<file path="src/shared/ate_pkg.sv">
// package for the acquisition timing engine: register map, fields, modes
// assumes a single clock domain and a plain strobe register port
package ate_pkg;

  // ------------------------------------------------------------
  // register offsets (byte addresses)
  // ------------------------------------------------------------
  localparam logic [7:0] ATE_REG_CTRL    = 8'h00; // mode, edges, sources
  localparam logic [7:0] ATE_REG_CMD     = 8'h04; // command pulses
  localparam logic [7:0] ATE_REG_DIV     = 8'h08; // strobe divider
  localparam logic [7:0] ATE_REG_DELAY   = 8'h0C; // start to first strobe
  localparam logic [7:0] ATE_REG_PRE     = 8'h10; // pretrigger count
  localparam logic [7:0] ATE_REG_BUF     = 8'h14; // finite buffer size
  localparam logic [7:0] ATE_REG_STATUS  = 8'h18; // engine state
  localparam logic [7:0] ATE_REG_COUNT   = 8'h1C; // sample counter
  localparam logic [7:0] ATE_REG_ROUTE   = 8'h20; // output routing

  // ------------------------------------------------------------
  // control field positions
  // ------------------------------------------------------------
  localparam int ATE_CTRL_MODE_LSB   = 0;  // 2 bits mode
  localparam int ATE_CTRL_RETRIG     = 2;  // retriggerable
  localparam int ATE_CTRL_STRB_EXT   = 3;  // external strobe
  localparam int ATE_CTRL_STRB_FALL  = 4;  // sample on falling edge
  localparam int ATE_CTRL_START_SW   = 5;  // software start trigger
  localparam int ATE_CTRL_START_FALL = 6;
  localparam int ATE_CTRL_REF_ANA    = 7;  // analog reference source
  localparam int ATE_CTRL_REF_FALL   = 8;
  localparam int ATE_CTRL_HOLD_EN    = 9;
  localparam int ATE_CTRL_HOLD_LOW   = 10; // hold active low
  localparam int ATE_CTRL_TB_FALL    = 11; // timebase falling edge
  localparam int ATE_CTRL_TB_SEL_LSB = 12; // 3 bits timebase source
  localparam int ATE_CTRL_STRB_SRC   = 16; // 4 bits strobe source
  localparam int ATE_CTRL_START_SRC  = 20; // 4 bits start source
  localparam int ATE_CTRL_REF_SRC    = 24; // 4 bits reference source
  localparam int ATE_CTRL_HOLD_SRC   = 28; // 4 bits hold source

  // command bits
  localparam int ATE_CMD_START = 0; // arm / software start
  localparam int ATE_CMD_STOP  = 1; // software stop
  localparam int ATE_CMD_ONE   = 2; // on-demand single strobe

  // reset values
  localparam logic [31:0] ATE_CTRL_RST  = 32'h0000_0000;
  localparam logic [31:0] ATE_DIV_RST   = 32'h0000_0064;
  localparam logic [31:0] ATE_DELAY_RST = 32'h0000_0002; // two timebase ticks
  localparam logic [31:0] ATE_PRE_RST   = 32'h0000_0000;
  localparam logic [31:0] ATE_BUF_RST   = 32'h0000_0010;

  // trigger line count: 2 front inputs, 8 backplane, star, dstar a/b
  localparam int ATE_NLINES = 13;

  // timebase source codes: internal 100m/20m carry no polarity
  localparam logic [2:0] ATE_TB_100M = 3'h0;
  localparam logic [2:0] ATE_TB_20M  = 3'h1;

  // acquisition modes
  typedef enum logic [1:0] {
    ATE_MODE_FINITE,
    ATE_MODE_CONT,
    ATE_MODE_REF,
    ATE_MODE_DEMAND
  } ate_mode_t;

endpackage : ate_pkg

</file>
<file path="src/rtl/ate_engine.sv">
// acquisition timing engine: strobe generation, start/reference/hold triggers
// assumes tick inputs from the timebase generator, synchronised here like the
// trigger lines arriving asynchronously from pins
//
// Local design decisions: the address map and the strobed register port.
module ate_engine
  import ate_pkg::*;
#(
  parameter int CW = 32 // counter width
)(
  input  wire logic                  clk_sys,       // system clock
  input  wire logic                  rst,           // async reset
  input  wire logic [7:0]            reg_addr,      // register address
  input  wire logic [31:0]           reg_wdata,     // write data
  input  wire logic                  reg_wr,        // write strobe
  input  wire logic                  reg_rd,        // read strobe
  output logic      [31:0]           reg_rdata,     // read data, next cycle
  input  wire logic [7:0]            tb_ticks,      // timebase source ticks
  input  wire logic [ATE_NLINES-1:0] trig_lines,    // async trigger lines
  input  wire logic                  analog_cmp,    // analog comparison event
  output logic                       sample_take,   // take one sample, all ch
  output logic                       buf_write,     // store into buffer
  output logic                       buf_overwrite, // store drops oldest
  output logic                       acq_active,    // acquisition in progress
  output logic [9:0]                 strobe_out,    // trig 0..7, dstarc
  output logic [9:0]                 start_out      // start pulse outputs
);

  // ------------------------------------------------------------
  // registers
  // ------------------------------------------------------------
  logic [31:0] ctrl;      // control word
  logic [CW-1:0] div;     // divider reload
  logic [CW-1:0] dly;     // start delay ticks
  logic [CW-1:0] pre;     // pretrigger count
  logic [CW-1:0] bsz;     // buffer size
  logic [19:0] route;     // [9:0] strobe, [19:10] start routing

  // sequencer states, read back in the status word in this order
  typedef enum {
    ST_IDLE,
    ST_ARMED,
    ST_DELAY,
    ST_PRE,
    ST_WATCH,
    ST_POST,
    ST_RUN
  } ate_state_t;
  ate_state_t state;

  logic [CW-1:0] cnt;     // sample counter
  logic [CW-1:0] dcnt;    // divider / delay counter
  logic [CW-1:0] stored;  // samples held in buffer
  logic ref_seen;         // reference honoured once
  logic sw_pend;          // software start queued behind arming

  // ------------------------------------------------------------
  // synchronisers for all async inputs
  // ------------------------------------------------------------
  logic [ATE_NLINES-1:0] ln_s1, ln_s2, ln_d;
  logic [7:0] tb_s1, tb_s2, tb_d;
  logic ac_s1, ac_s2, ac_d;
  always_ff @(posedge clk_sys or posedge rst)
    if (rst)
    begin
      ln_s1 <= '0;
      ln_s2 <= '0;
      ln_d  <= '0;
      tb_s1 <= '0;
      tb_s2 <= '0;
      tb_d  <= '0;
      ac_s1 <= 1'b0;
      ac_s2 <= 1'b0;
      ac_d  <= 1'b0;
    end
    else
    begin
      ln_s1 <= trig_lines;
      ln_s2 <= ln_s1;
      ln_d  <= ln_s2;      // previous level, edge detect only
      tb_s1 <= tb_ticks;
      tb_s2 <= tb_s1;
      tb_d  <= tb_s2;
      ac_s1 <= analog_cmp;
      ac_s2 <= ac_s1;
      ac_d  <= ac_s2;
    end

  // ------------------------------------------------------------
  // decode of fields and edges
  // ------------------------------------------------------------
  wire ate_mode_t mode = ate_mode_t'(ctrl[ATE_CTRL_MODE_LSB +: 2]);
  wire [2:0] tb_sel   = ctrl[ATE_CTRL_TB_SEL_LSB +: 3];
  wire tb_now  = tb_s2[tb_sel];
  wire tb_prev = tb_d[tb_sel];
  // internal sources have no polarity choice
  wire tb_fall_ok = ctrl[ATE_CTRL_TB_FALL] && tb_sel != ATE_TB_100M && tb_sel != ATE_TB_20M;
  wire tb_tick = tb_fall_ok ? (tb_prev & ~tb_now) : (tb_now & ~tb_prev);

  function automatic logic edge_of(input logic now, input logic prv, input logic fall);
    edge_of = fall ? (prv & ~now) : (now & ~prv);
  endfunction : edge_of

  wire [3:0] s_src = ctrl[ATE_CTRL_STRB_SRC +: 4];
  wire [3:0] t_src = ctrl[ATE_CTRL_START_SRC +: 4];
  wire [3:0] r_src = ctrl[ATE_CTRL_REF_SRC +: 4];
  wire [3:0] h_src = ctrl[ATE_CTRL_HOLD_SRC +: 4];
  wire s_ok = s_src < 4'(ATE_NLINES);
  wire t_ok = t_src < 4'(ATE_NLINES);
  wire r_ok = r_src < 4'(ATE_NLINES);
  wire h_ok = h_src < 4'(ATE_NLINES);
  // external strobe edge on chosen line
  wire ext_strb = s_ok && edge_of(ln_s2[s_src], ln_d[s_src], ctrl[ATE_CTRL_STRB_FALL]);
  // hardware start edge
  wire hw_start = t_ok && edge_of(ln_s2[t_src], ln_d[t_src], ctrl[ATE_CTRL_START_FALL]);
  // reference: digital edge or any analog rise
  wire ref_evt = ctrl[ATE_CTRL_REF_ANA] ? (ac_s2 & ~ac_d)
               : (r_ok && edge_of(ln_s2[r_src], ln_d[r_src], ctrl[ATE_CTRL_REF_FALL]));
  // hold is level only
  wire hold = ctrl[ATE_CTRL_HOLD_EN] && h_ok && (ln_s2[h_src] ^ ctrl[ATE_CTRL_HOLD_LOW]);

  wire cmd_wr   = reg_wr && reg_addr == ATE_REG_CMD;
  wire sw_start = cmd_wr && reg_wdata[ATE_CMD_START] && ctrl[ATE_CTRL_START_SW] && mode != ATE_MODE_DEMAND;
  wire sw_stop  = cmd_wr && reg_wdata[ATE_CMD_STOP];
  wire sw_one   = cmd_wr && reg_wdata[ATE_CMD_ONE];
  // a software start fires one cycle after the arming write
  wire start_ev = ctrl[ATE_CTRL_START_SW] ? sw_pend : hw_start;

  wire [CW-1:0] post = bsz - pre;
  wire running = state inside {ST_PRE, ST_WATCH, ST_POST, ST_RUN};
  wire waiting = state == ST_IDLE || state == ST_ARMED;

  // internal divider tick, paused by hold
  wire int_strb = !ctrl[ATE_CTRL_STRB_EXT] && running && tb_tick && !hold && dcnt == '0;
  // strobe gated by acquisition
  wire strb = running && (ctrl[ATE_CTRL_STRB_EXT] ? ext_strb : int_strb);
  wire demand = mode == ATE_MODE_DEMAND && sw_one;
  wire last_post = strb && cnt == CW'(1);
  wire armed_go = state == ST_ARMED && start_ev;

  // ------------------------------------------------------------
  // register writes
  // ------------------------------------------------------------
  always_ff @(posedge clk_sys or posedge rst)
    if (rst)
    begin
      ctrl  <= ATE_CTRL_RST;
      div   <= CW'(ATE_DIV_RST);
      dly   <= CW'(ATE_DELAY_RST);
      pre   <= CW'(ATE_PRE_RST);
      bsz   <= CW'(ATE_BUF_RST);
      route <= '0;
    end
    else if (reg_wr)
      case (reg_addr)
        ATE_REG_CTRL:  ctrl  <= reg_wdata;
        ATE_REG_DIV:   div   <= CW'(reg_wdata);
        ATE_REG_DELAY: dly   <= CW'(reg_wdata);
        ATE_REG_PRE:   pre   <= CW'(reg_wdata);
        ATE_REG_BUF:   bsz   <= CW'(reg_wdata);
        ATE_REG_ROUTE: route <= reg_wdata[19:0];
        default: ;
      endcase

  // ------------------------------------------------------------
  // software start: arm now, start on the next cycle
  // ------------------------------------------------------------
  // the arming write moves idle to armed, so the start itself waits one
  // cycle; a stop in the same write cancels the queued start
  always_ff @(posedge clk_sys or posedge rst)
    if (rst)
      sw_pend <= 1'b0;
    else
      sw_pend <= sw_start && state == ST_IDLE && !sw_stop;

  // ------------------------------------------------------------
  // acquisition sequencer
  // ------------------------------------------------------------
  // a stop wins over every state; the counters are left as they are
  // and reloaded on the next start, so a stale count never leaks
  always_ff @(posedge clk_sys or posedge rst)
    if (rst)
    begin
      state    <= ST_IDLE;
      cnt      <= '0;
      dcnt     <= '0;
      stored   <= '0;
      ref_seen <= 1'b0;
    end
    else if (sw_stop)
      state <= ST_IDLE;
    else
      case (state)
        // waiting for an arm command
        ST_IDLE:
        begin
          if (cmd_wr && reg_wdata[ATE_CMD_START] && mode != ATE_MODE_DEMAND)
            state <= ST_ARMED;
        end
        // armed, waiting for the start event
        ST_ARMED:
        begin
          if (start_ev)
          begin
            state    <= ST_DELAY;
            dcnt     <= dly;
            stored   <= '0;
            ref_seen <= 1'b0;
            cnt <= (mode == ATE_MODE_REF) ? pre : bsz;
          end
        end
        // start delay in timebase ticks, skipped for an external strobe
        ST_DELAY:
        begin
          if (ctrl[ATE_CTRL_STRB_EXT] || dcnt == '0)
            state <= (mode == ATE_MODE_REF) ? (pre == '0 ? ST_WATCH : ST_PRE)
                   : (mode == ATE_MODE_CONT ? ST_RUN : ST_POST);
          else if (tb_tick)
            dcnt <= dcnt - CW'(1);
        end
        default:
        begin
          if (tb_tick && !hold)
            dcnt <= (dcnt == '0) ? div - CW'(1) : dcnt - CW'(1);
          if (strb && stored != bsz)
            stored <= stored + CW'(1);
          case (state)
            // pretrigger samples, reference ignored here
            ST_PRE:
              if (strb)
              begin
                cnt <= cnt - CW'(1);
                if (cnt == CW'(1))
                  state <= ST_WATCH;
              end
            // looking for the reference while the buffer wraps
            ST_WATCH:
              if (ref_evt && !ref_seen)
              begin
                ref_seen <= 1'b1;
                cnt      <= post;
                state    <= ST_POST;
              end
            // posttrigger or finite samples
            ST_POST:
              if (strb)
              begin
                cnt <= cnt - CW'(1);
                if (cnt == CW'(1))
                  state <= ctrl[ATE_CTRL_RETRIG] && mode != ATE_MODE_REF ? ST_ARMED : ST_IDLE;
              end
            default: ;
          endcase
          // start edges during generation are dropped
        end
      endcase

  // ------------------------------------------------------------
  // outputs and read-back
  // ------------------------------------------------------------
  logic [31:0] next_rdata;
  always_comb
  begin
    next_rdata = 32'h0000_0000;
    case (reg_addr)
      ATE_REG_CTRL:   next_rdata = ctrl;
      ATE_REG_DIV:    next_rdata = 32'(div);
      ATE_REG_DELAY:  next_rdata = 32'(dly);
      ATE_REG_PRE:    next_rdata = 32'(pre);
      ATE_REG_BUF:    next_rdata = 32'(bsz);
      ATE_REG_STATUS: next_rdata = {28'h0, ref_seen, 3'(state)};
      ATE_REG_COUNT:  next_rdata = 32'(cnt);
      ATE_REG_ROUTE:  next_rdata = {12'h000, route};
      default:        next_rdata = 32'h0000_0000;
    endcase
  end

  // every output is a flop; pulses last exactly one cycle
  wire take = strb || demand;
  always_ff @(posedge clk_sys or posedge rst)
    if (rst)
    begin
      reg_rdata     <= '0;
      sample_take   <= 1'b0;
      buf_write     <= 1'b0;
      buf_overwrite <= 1'b0;
      acq_active    <= 1'b0;
      strobe_out    <= '0;
      start_out     <= '0;
    end
    else
    begin
      reg_rdata     <= reg_rd ? next_rdata : 32'h0000_0000;
      sample_take   <= take;
      buf_write     <= take;
      buf_overwrite <= strb && stored == bsz && state == ST_WATCH;
      acq_active    <= running;
      strobe_out    <= take ? route[9:0] : 10'h000;
      start_out     <= armed_go ? route[19:10] : 10'h000;
    end

  // ------------------------------------------------------------
  // assertions
  // ------------------------------------------------------------
  strobe_gate_a: assert property (@(posedge clk_sys) disable iff (rst)
    sample_take |-> $past(running) || $past(demand)) else $error("sample outside acquisition");
  strobe_route_a: assert property (@(posedge clk_sys) disable iff (rst)
    sample_take |-> strobe_out == $past(route[9:0])) else $error("strobe output mismatch");
  start_pulse_a: assert property (@(posedge clk_sys) disable iff (rst)
    armed_go |=> start_out == $past(route[19:10])) else $error("start pulse missing");
  retrig_ignore_a: assert property (@(posedge clk_sys) disable iff (rst)
    (state == ST_POST && start_ev && !last_post && !sw_stop) |=> state == ST_POST)
    else $error("start taken mid sequence");
  ref_early_a: assert property (@(posedge clk_sys) disable iff (rst)
    (state == ST_PRE && ref_evt && !sw_stop) |=> state != ST_POST) else $error("early reference honoured");
  post_load_a: assert property (@(posedge clk_sys) disable iff (rst)
    (state == ST_WATCH && ref_evt && !ref_seen && !sw_stop) |=> cnt == $past(post))
    else $error("posttrigger count wrong");
  hold_pause_a: assert property (@(posedge clk_sys) disable iff (rst)
    (hold && !ctrl[ATE_CTRL_STRB_EXT] && !demand) |=> !sample_take) else $error("strobe during hold");
  delay_load_a: assert property (@(posedge clk_sys) disable iff (rst)
    armed_go && !sw_stop |=> state == ST_DELAY && dcnt == $past(dly)) else $error("delay not loaded");
  stop_end_a: assert property (@(posedge clk_sys) disable iff (rst)
    sw_stop |=> state == ST_IDLE ##1 !acq_active) else $error("stop ignored");
  sw_start_a: assert property (@(posedge clk_sys) disable iff (rst)
    (sw_start && state == ST_IDLE && !sw_stop) |=> armed_go) else $error("software start not taken");
  demand_take_a: assert property (@(posedge clk_sys) disable iff (rst)
    demand |=> sample_take) else $error("on-demand strobe lost");
  over_watch_a: assert property (@(posedge clk_sys) disable iff (rst)
    buf_overwrite |-> $past(state == ST_WATCH)) else $error("overwrite outside watch");
  cov_demand_c: cover property (@(posedge clk_sys) demand);
  cov_ref_c:    cover property (@(posedge clk_sys) state == ST_WATCH ##1 state == ST_POST);
  cov_retrig_c: cover property (@(posedge clk_sys) state == ST_POST ##1 state == ST_ARMED);
  cov_over_c:   cover property (@(posedge clk_sys) buf_overwrite);
  cov_hold_c:   cover property (@(posedge clk_sys) running && hold);

endmodule : ate_engine

</file>
<file path="config.mk">
export PLATFORM = sky130hd
export DESIGN_NAME = ate_engine
export DESIGN_NICKNAME = d
export VERILOG_FILES = /design/src/shared/ate_pkg.sv /design/src/rtl/ate_engine.sv
export SDC_FILE = /design/constraint.sdc
export NUM_CORES = 1
export LEC_CHECK = 0
export BUFFER_PORTS_ARGS = -buffer_cell sky130_fd_sc_hd__buf_2
export CORE_MARGIN = 1
export CORE_UTILIZATION = 38
export DETAILED_ROUTE_END_ITERATION = 7
export PLACE_DENSITY = 0.53
export REMOVE_ABC_BUFFERS = 1
export SLEW_MARGIN = 0
export SYNTH_ARGS = -nofsm -noshare
export SYNTH_HDL_FRONTEND = slang
export SYNTH_SLANG_ARGS = --single-unit
</file>
<file path="constraint.sdc">
create_clock -name clk_sys -period 32.2 [get_ports clk_sys]
set_input_delay 0 -clock clk_sys [delete_from_list [all_inputs] [get_ports clk_sys]]
set_output_delay 0 -clock clk_sys [all_outputs]
set_load 0.1 [all_outputs]
</file>
; ---- Word level (Yosys, flattened, before mapping)
; Cells that the tools add are included.
; Widths: inputs -> output; s select.
[word_totals]
reg_bits = 431
word_cells = 225
output_inout_bits = 56
[op_classes]
n_addsub = 5
n_eq_ne = 38
bitwise_logic = 22
n_mux = 63
reduce_logical = 61
n_lt_le_gt_ge = 9
[op_table]
columns = op, n
row1 = $mux 32, 21
row2 = $pmux 32 s3, 3
row3 = $pmux 32 s8, 1
row4 = $pmux 32 s2, 3
row5 = $logic_not 32->1, 4
row6 = $eq 32x2->1 const B, 3
row7 = $eq 32x3->1 const B, 3
row8 = $sub 32x1->32 const B, 3
row9 = $eq 32x1->1 const B, 2
row10 = $add 32x1->32 const B, 1
row11 = $eq 32x32->1, 1
row12 = $eq 32x4->1 const B, 1
row13 = $eq 8x5->1 const B, 4
row14 = $ne 32x32->1, 1
row15 = $sub 32x32->32, 1
row16 = $logic_and 1x1->1, 29
row17 = $bmux 1 s4, 7
row18 = $lt 4x5->1 const B, 4
row19 = $mux 1, 20
row20 = $mux 10, 2
row21 = $ne 6x2->1 const B, 3
row22 = $eq 8x4->1 const B, 2
row23 = $lt 4x4->1 const B, 4
row24 = $ne 6x3->1 const B, 2
row25 = 28 further kinds, 73

; ---- Longest topological paths before layout
[depth]
depth_word = 14
depth_mapped = 14
ltp_nobuf = 12

; ---- Worst setup path before layout
; Ideal clock, no wire load.
[synth_timing]
kind = flip-flop to flip-flop
startpoint = reg dcnt[14]
endpoint = reg stored[5]
setup_slack_ps = 28363
setup_ps = 78
arrival_ps = 3759
path_stages_with_launch = 11
n_path_buf = 1
cell_sequence = dfrtp_1 or4_4 or3_4 or4_4 or4b_4 nor3_2 o31ai_2 or3_4 buf_2 or3_1 a21oi_1
[synth_via]
elab_chain_cells = 7
[synth_rtl]
columns = element, line
row1 = from (decl), ate_engine.sv:52  ; logic [CW-1:0] dcnt;
row2 = from (signal assigned), ate_engine.sv:206  ; dcnt <= dly;
row3 = from (signal assigned), ate_engine.sv:219  ; dcnt <= dcnt - CW'(1);
row4 = from (signal assigned), ate_engine.sv:224  ; dcnt <= (dcnt == '0) ? div - CW'(1) : dcnt - CW'(1);
row5 = $logic_not 32->1, ate_engine.sv:134  ; wire int_strb = !ctrl[ATE_CTRL_STRB_EXT] && running && tb_tick && !hold && dcnt == '0;
row6 = $logic_and 1x1->1, ate_engine.sv:134
row7 = $mux 1, ate_engine.sv:136  ; wire strb = running && (ctrl[ATE_CTRL_STRB_EXT] ? ext_strb : int_strb);
row8 = $logic_and 1x1->1, ate_engine.sv:136
row9 = $logic_and 1x1->1, ate_engine.sv:225  ; if (strb && stored != bsz)
row10 = $reduce_bool 2->1 (no line), -
row11 = $reduce_and 4->1 (no line), -
row12 = to (signal assigned), ate_engine.sv:226  ; stored <= stored + CW'(1);
row13 = to (decl), ate_engine.sv:53  ; logic [CW-1:0] stored;
; Every way passes these cells.
; A chain may end at the register's enable or synchronous reset.

; ---- Final worst setup path
[layout_timing]
startpoint = reg dcnt[24]
endpoint = reg stored[18]
; Same word-level chain as after synthesis.

==> results summary <==
Internal power comes to 1.06 mW. After routing, the total negative slack on setup checks comes to 0 ps. The number of global-route vias before repair is 18400. The final number of setup-violating endpoints is 0. In this run the worst path has a maximum fanout of 14.

The sequential-to-total area share from yosys stat came out at 44.8%. The setup skew after layout is 39.3 ps. The number of hold violations in the final report was 0. Summed over all cells, the static leakage comes to 11.8 nW. The number of setup buffers added after CTS came out at 0. The TritonCTS sink count came out at 402. The HPWL after detailed placement came out at 54400 um. The post-cts resize count is 0. The routability congestion estimate is 0.908. The number of buffers and inverters on the critical path came out at 0.

The share of Yosys cell area claimed by the top area cell type is 44.2%. The post-route minimum period came out at 4670 ps. The worst register-to-register path ends at stored[18].

The full die area is 0.0602 mm2. The required time of the critical path came out at 32680 ps. The combined area of the multi-input logic cells is 0.0117 mm2.

STA classifies the critical path startpoint as a flop. The repair_antennas step left the layout with diodes totalling 0. The part of the cycle the worst path needs came out at 14.5%. The number of buffers added by the clock tree synthesis step is 47. The net load switching power is 563 uW. After clock tree synthesis, the clock-pin slew on the worst setup and hold paths is 60 ps. Synthesis inferred 402 register bits. The final standard cell count with taps included and fillers excluded is 3175. The number of fillers in the final layout is 5562.

The number of top-level pins came out at 122. The deepest clock path buffer count came out at 3. Dividing the detail-routed via count by the number of cells gives 5.89. The port buffer count is 121. For the pin with the worst max-slew slack, the measured transition is 1170 ps. The maximum VDD drop is 40.3 uV. On the final layout, the worst hold slack is 38.0 ps.

The worst hold path stage count is 4. The distinct cell type count after synthesis came out at 88. The later-pin clock latency in the skew report came out at 600 ps. The final-stage net count came out at 2475.

The register-to-register path setup slack is 27530 ps. The biggest cell delay along the critical path is 1020 ps. The combinational share of power came out at 28.3%. After the first detailed-routing iteration, the DRC count stood at 1780. The largest net degree at the start of global routing came out at 182.

STA classifies the critical path endpoint as a flop. Among the stages of the critical path, the cell type that occurs most often is nor4b_2. The share of flip-flops with an asynchronous set or reset came out at 100%. The initial standard-cell utilization of the core is 38.7%. The data arrival time of the critical path is 5160 ps. Once detail routing completed, the nets flagged for antenna violations numbered 0. The width of the die came out at 245 um.

Dividing total power by cell area gives a power density of 62.4 mW/mm2. The startpoint of the most critical hold path is reg_rd. The number of antenna violations at the first check in global routing came out at 4. Once layout is done, the placed cells without fillers occupy 0.0260 mm2. The sum of overflow across all layers after global routing is 0.

The total global routing track utilization is 25.6%. For this design, the slowest cell found on the critical path is nor4b_2. The number of warnings issued by yosys is 0. After floorplanning, the core was sized to cover 0.0581 mm2. TritonCTS built the clock tree. The number of standard cells after synthesis came out at 2237. Of the cells placed in the final design, the portion with a size suffix greater than 1 is 20.5%. In this run the tightest slew margin relative to its limit is 21.7%. The combined area of all synthesized cells came out at 0.0225 mm2. The number of cells on the worst reg-to-reg path is 9. Summing all placed instances gives a cell area of 0.0239 mm2.

The post-detailed-route DRC marker count is 0. The switching share of power came out at 34.7%. The number of violations of the max-capacitance limit came out at 0. Traced cell by cell, the critical path runs through nor4_1, nand3_1, or4_4, or4b_4, nor4b_2, nor3b_2, nor4b_2, a21oi_1, a31o_1. The run finished with clean final reports. The count of pins over their slew limit is 0. The library cell with the largest summed area after synthesis is dfrtp_1. The part of the power in registers came out at 38.2%. The achievable frequency came out at 214 MHz. For this block, the via count after detailed routing is 18700.

For hold timing, the worst endpoint is reg_rdata[1]. By count the netlist is led by dfrtp_1, nand2_1, mux2_2, nor2_1, a21oi_1. The post-placement cell count came out at 3030. The total wirelength of the detailed-routed design is 76600 um. The part of the power in the clock network came out at 33.5%.

The critical setup path kind is reg2reg. The mean cell area of the mapped netlist came out at 10.1 um2. The cell at the root of the clock tree is clkbuf_16.

The area taken by flip-flops and latches came out at 0.0101 mm2. The average wire per cell in the routed design came out at 24.1 um. In this run the critical register-to-register path is launched from dcnt[24]. Setup repair after global routing left no endpoint under its margin. The first-pass GRT wire length came out at 116000 um. The most repeated cell in the gate-level netlist after synthesis is dfrtp_1. The synthesized design contains 0 enable-type register cells. Ranked by total cell area, the synthesized netlist is headed by dfrtp_1, mux2_2, nand2_1, a21oi_1, xor2_1. The signed area change from the synthesized netlist to the final layout came out at 15.8%. In this run the number of H-tree levels came out at 2. The first TritonRoute pass finished after 6 iterations. Among all flip-flop cells after synthesis, the most frequent one is dfrtp_1.

The tightest min-delay check is of the in2reg type. The number of rows in the core area came out at 88. The gate family responsible for the most delay along the worst path is simple AND/OR/NAND/NOR gates. Measured along the y axis, the die boundary spans 245 um.
[metal layers]
layer / up-vias / track usage [%] / wire length, um
met1: 9444 / 35.6 / 34500
met3: 116 / 5.35 / 5200
met2: 634 / 39.2 / 34500
met5: - / 0 / 0
li1: 8514 / - / -
met4: 0 / 8.93 / 2410
[layout by cell type, fill, tap and decap left out, types with 24 or more instances in the layout]
cell	n
a211oi_1	24
a21oi_1	128
xor2_1	69
mux2i_1	60
inv_1	75
a222oi_1	32
nor2b_1	24
mux2_2	197
xnor2_1	63
and3_1	24
nor3_1	40
nand4_1	25
buf_4	35
nor2_1	139
dfrtp_1	397
nand3_1	34
nor4_1	52
o21ai_0	111
a31oi_1	27
buf_2	121
a221oi_1	41
dlygate4sd3_1	57
nand2_1	219
clkbuf_16	48
ha_1	37
[worst max path at each step]
stage | startpoint | to | slack (ps) | cells after the start
2_1_floorplan | rst | ac_d | 21030 | 1
3_3_place_gp | dcnt[4] | stored[28] | 27760 | 9
3_5_place_dp | dcnt[24] | stored[18] | 27540 | 9
4_1_cts | dcnt[24] | stored[18] | 27520 | 9
5_1_grt | dcnt[4] | stored[18] | 27260 | 9
6_report | dcnt[24] | stored[18] | 27530 | 9
[stage by stage]
step           setup WS [ps]  total power, mW  util (%)
2_1_floorplan          21030            0.940         -
3_3_place_gp           27760             1.07      41.1
3_5_place_dp           27540             1.08      41.1
4_1_cts                27520             1.63      44.8
5_1_grt                27260             1.71      44.8
6_report               27530             1.63      44.8
[tightest hold or removal path: cells and delay by family]
| kind | cells | cell delay [ps] |
|---|---|---|
| buffers and inverters | 2 | 350 |
| AO/OA/AOI/OAI | 2 | 220 |
[registers in the layout (all words and copies together) (netlist names), 3 cells and up]
| signal | count |
|---|---|
| tb_d | 8 |
| tb_s1 | 8 |
| pre | 32 |
| tb_s2 | 8 |
| start_out | 10 |
| ln_s1 | 13 |
| cnt | 32 |
| bsz | 32 |
| ln_s2 | 13 |
| state | 3 |
| route | 20 |
| strobe_out | 10 |
| div | 32 |
| ctrl | 32 |
| stored | 32 |
| ln_d | 13 |
| reg_rdata | 32 |
| dly | 32 |
| dcnt | 32 |
[logic make-up after synthesis]
family / after synthesis / synth area share, %
adder cells (fa/ha/maj): 38 / 2.15
multiplexers: 280 / 14.5
flip-flops: 402 / 44.8
AND/OR/NAND/NOR: 681 / 15.3
XOR/XNOR: 132 / 5.14
buffers and inverters: 206 / 3.49
AO/OA/AOI/OAI: 498 / 14.7
[repair_timing]
action | CTS | global route
endpoints found under the setup margin | 0 | 0
hold buffers | 57 | 0
endpoints found under the hold margin | 291 | 0
[power by group through the flow]
stage / Sequential, mW / Combinational [mW] / Clock [mW]
final: 0.621 / 0.460 / 0.545
after global routing: 0.629 / 0.508 / 0.574
after CTS: 0.619 / 0.456 / 0.557
after detailed placement: 0.628 / 0.447 / 0
after global placement: 0.626 / 0.443 / 0
after floorplan: 0.609 / 0.330 / 0
[cell type report]
| cell class | instances | area share (%) |
|---|---|---|
| multi-input cells | 1629 | 44.8 |
| flip-flops and latches | 402 | 38.7 |
| repair buffers | 214 | 5.60 |
| clock buffers | 63 | 5.18 |
| well taps | 765 | 3.68 |
| inverters | 77 | 1.14 |
| clock inverters | 25 | 0.894 |
(Power assumes the default switching activity.)
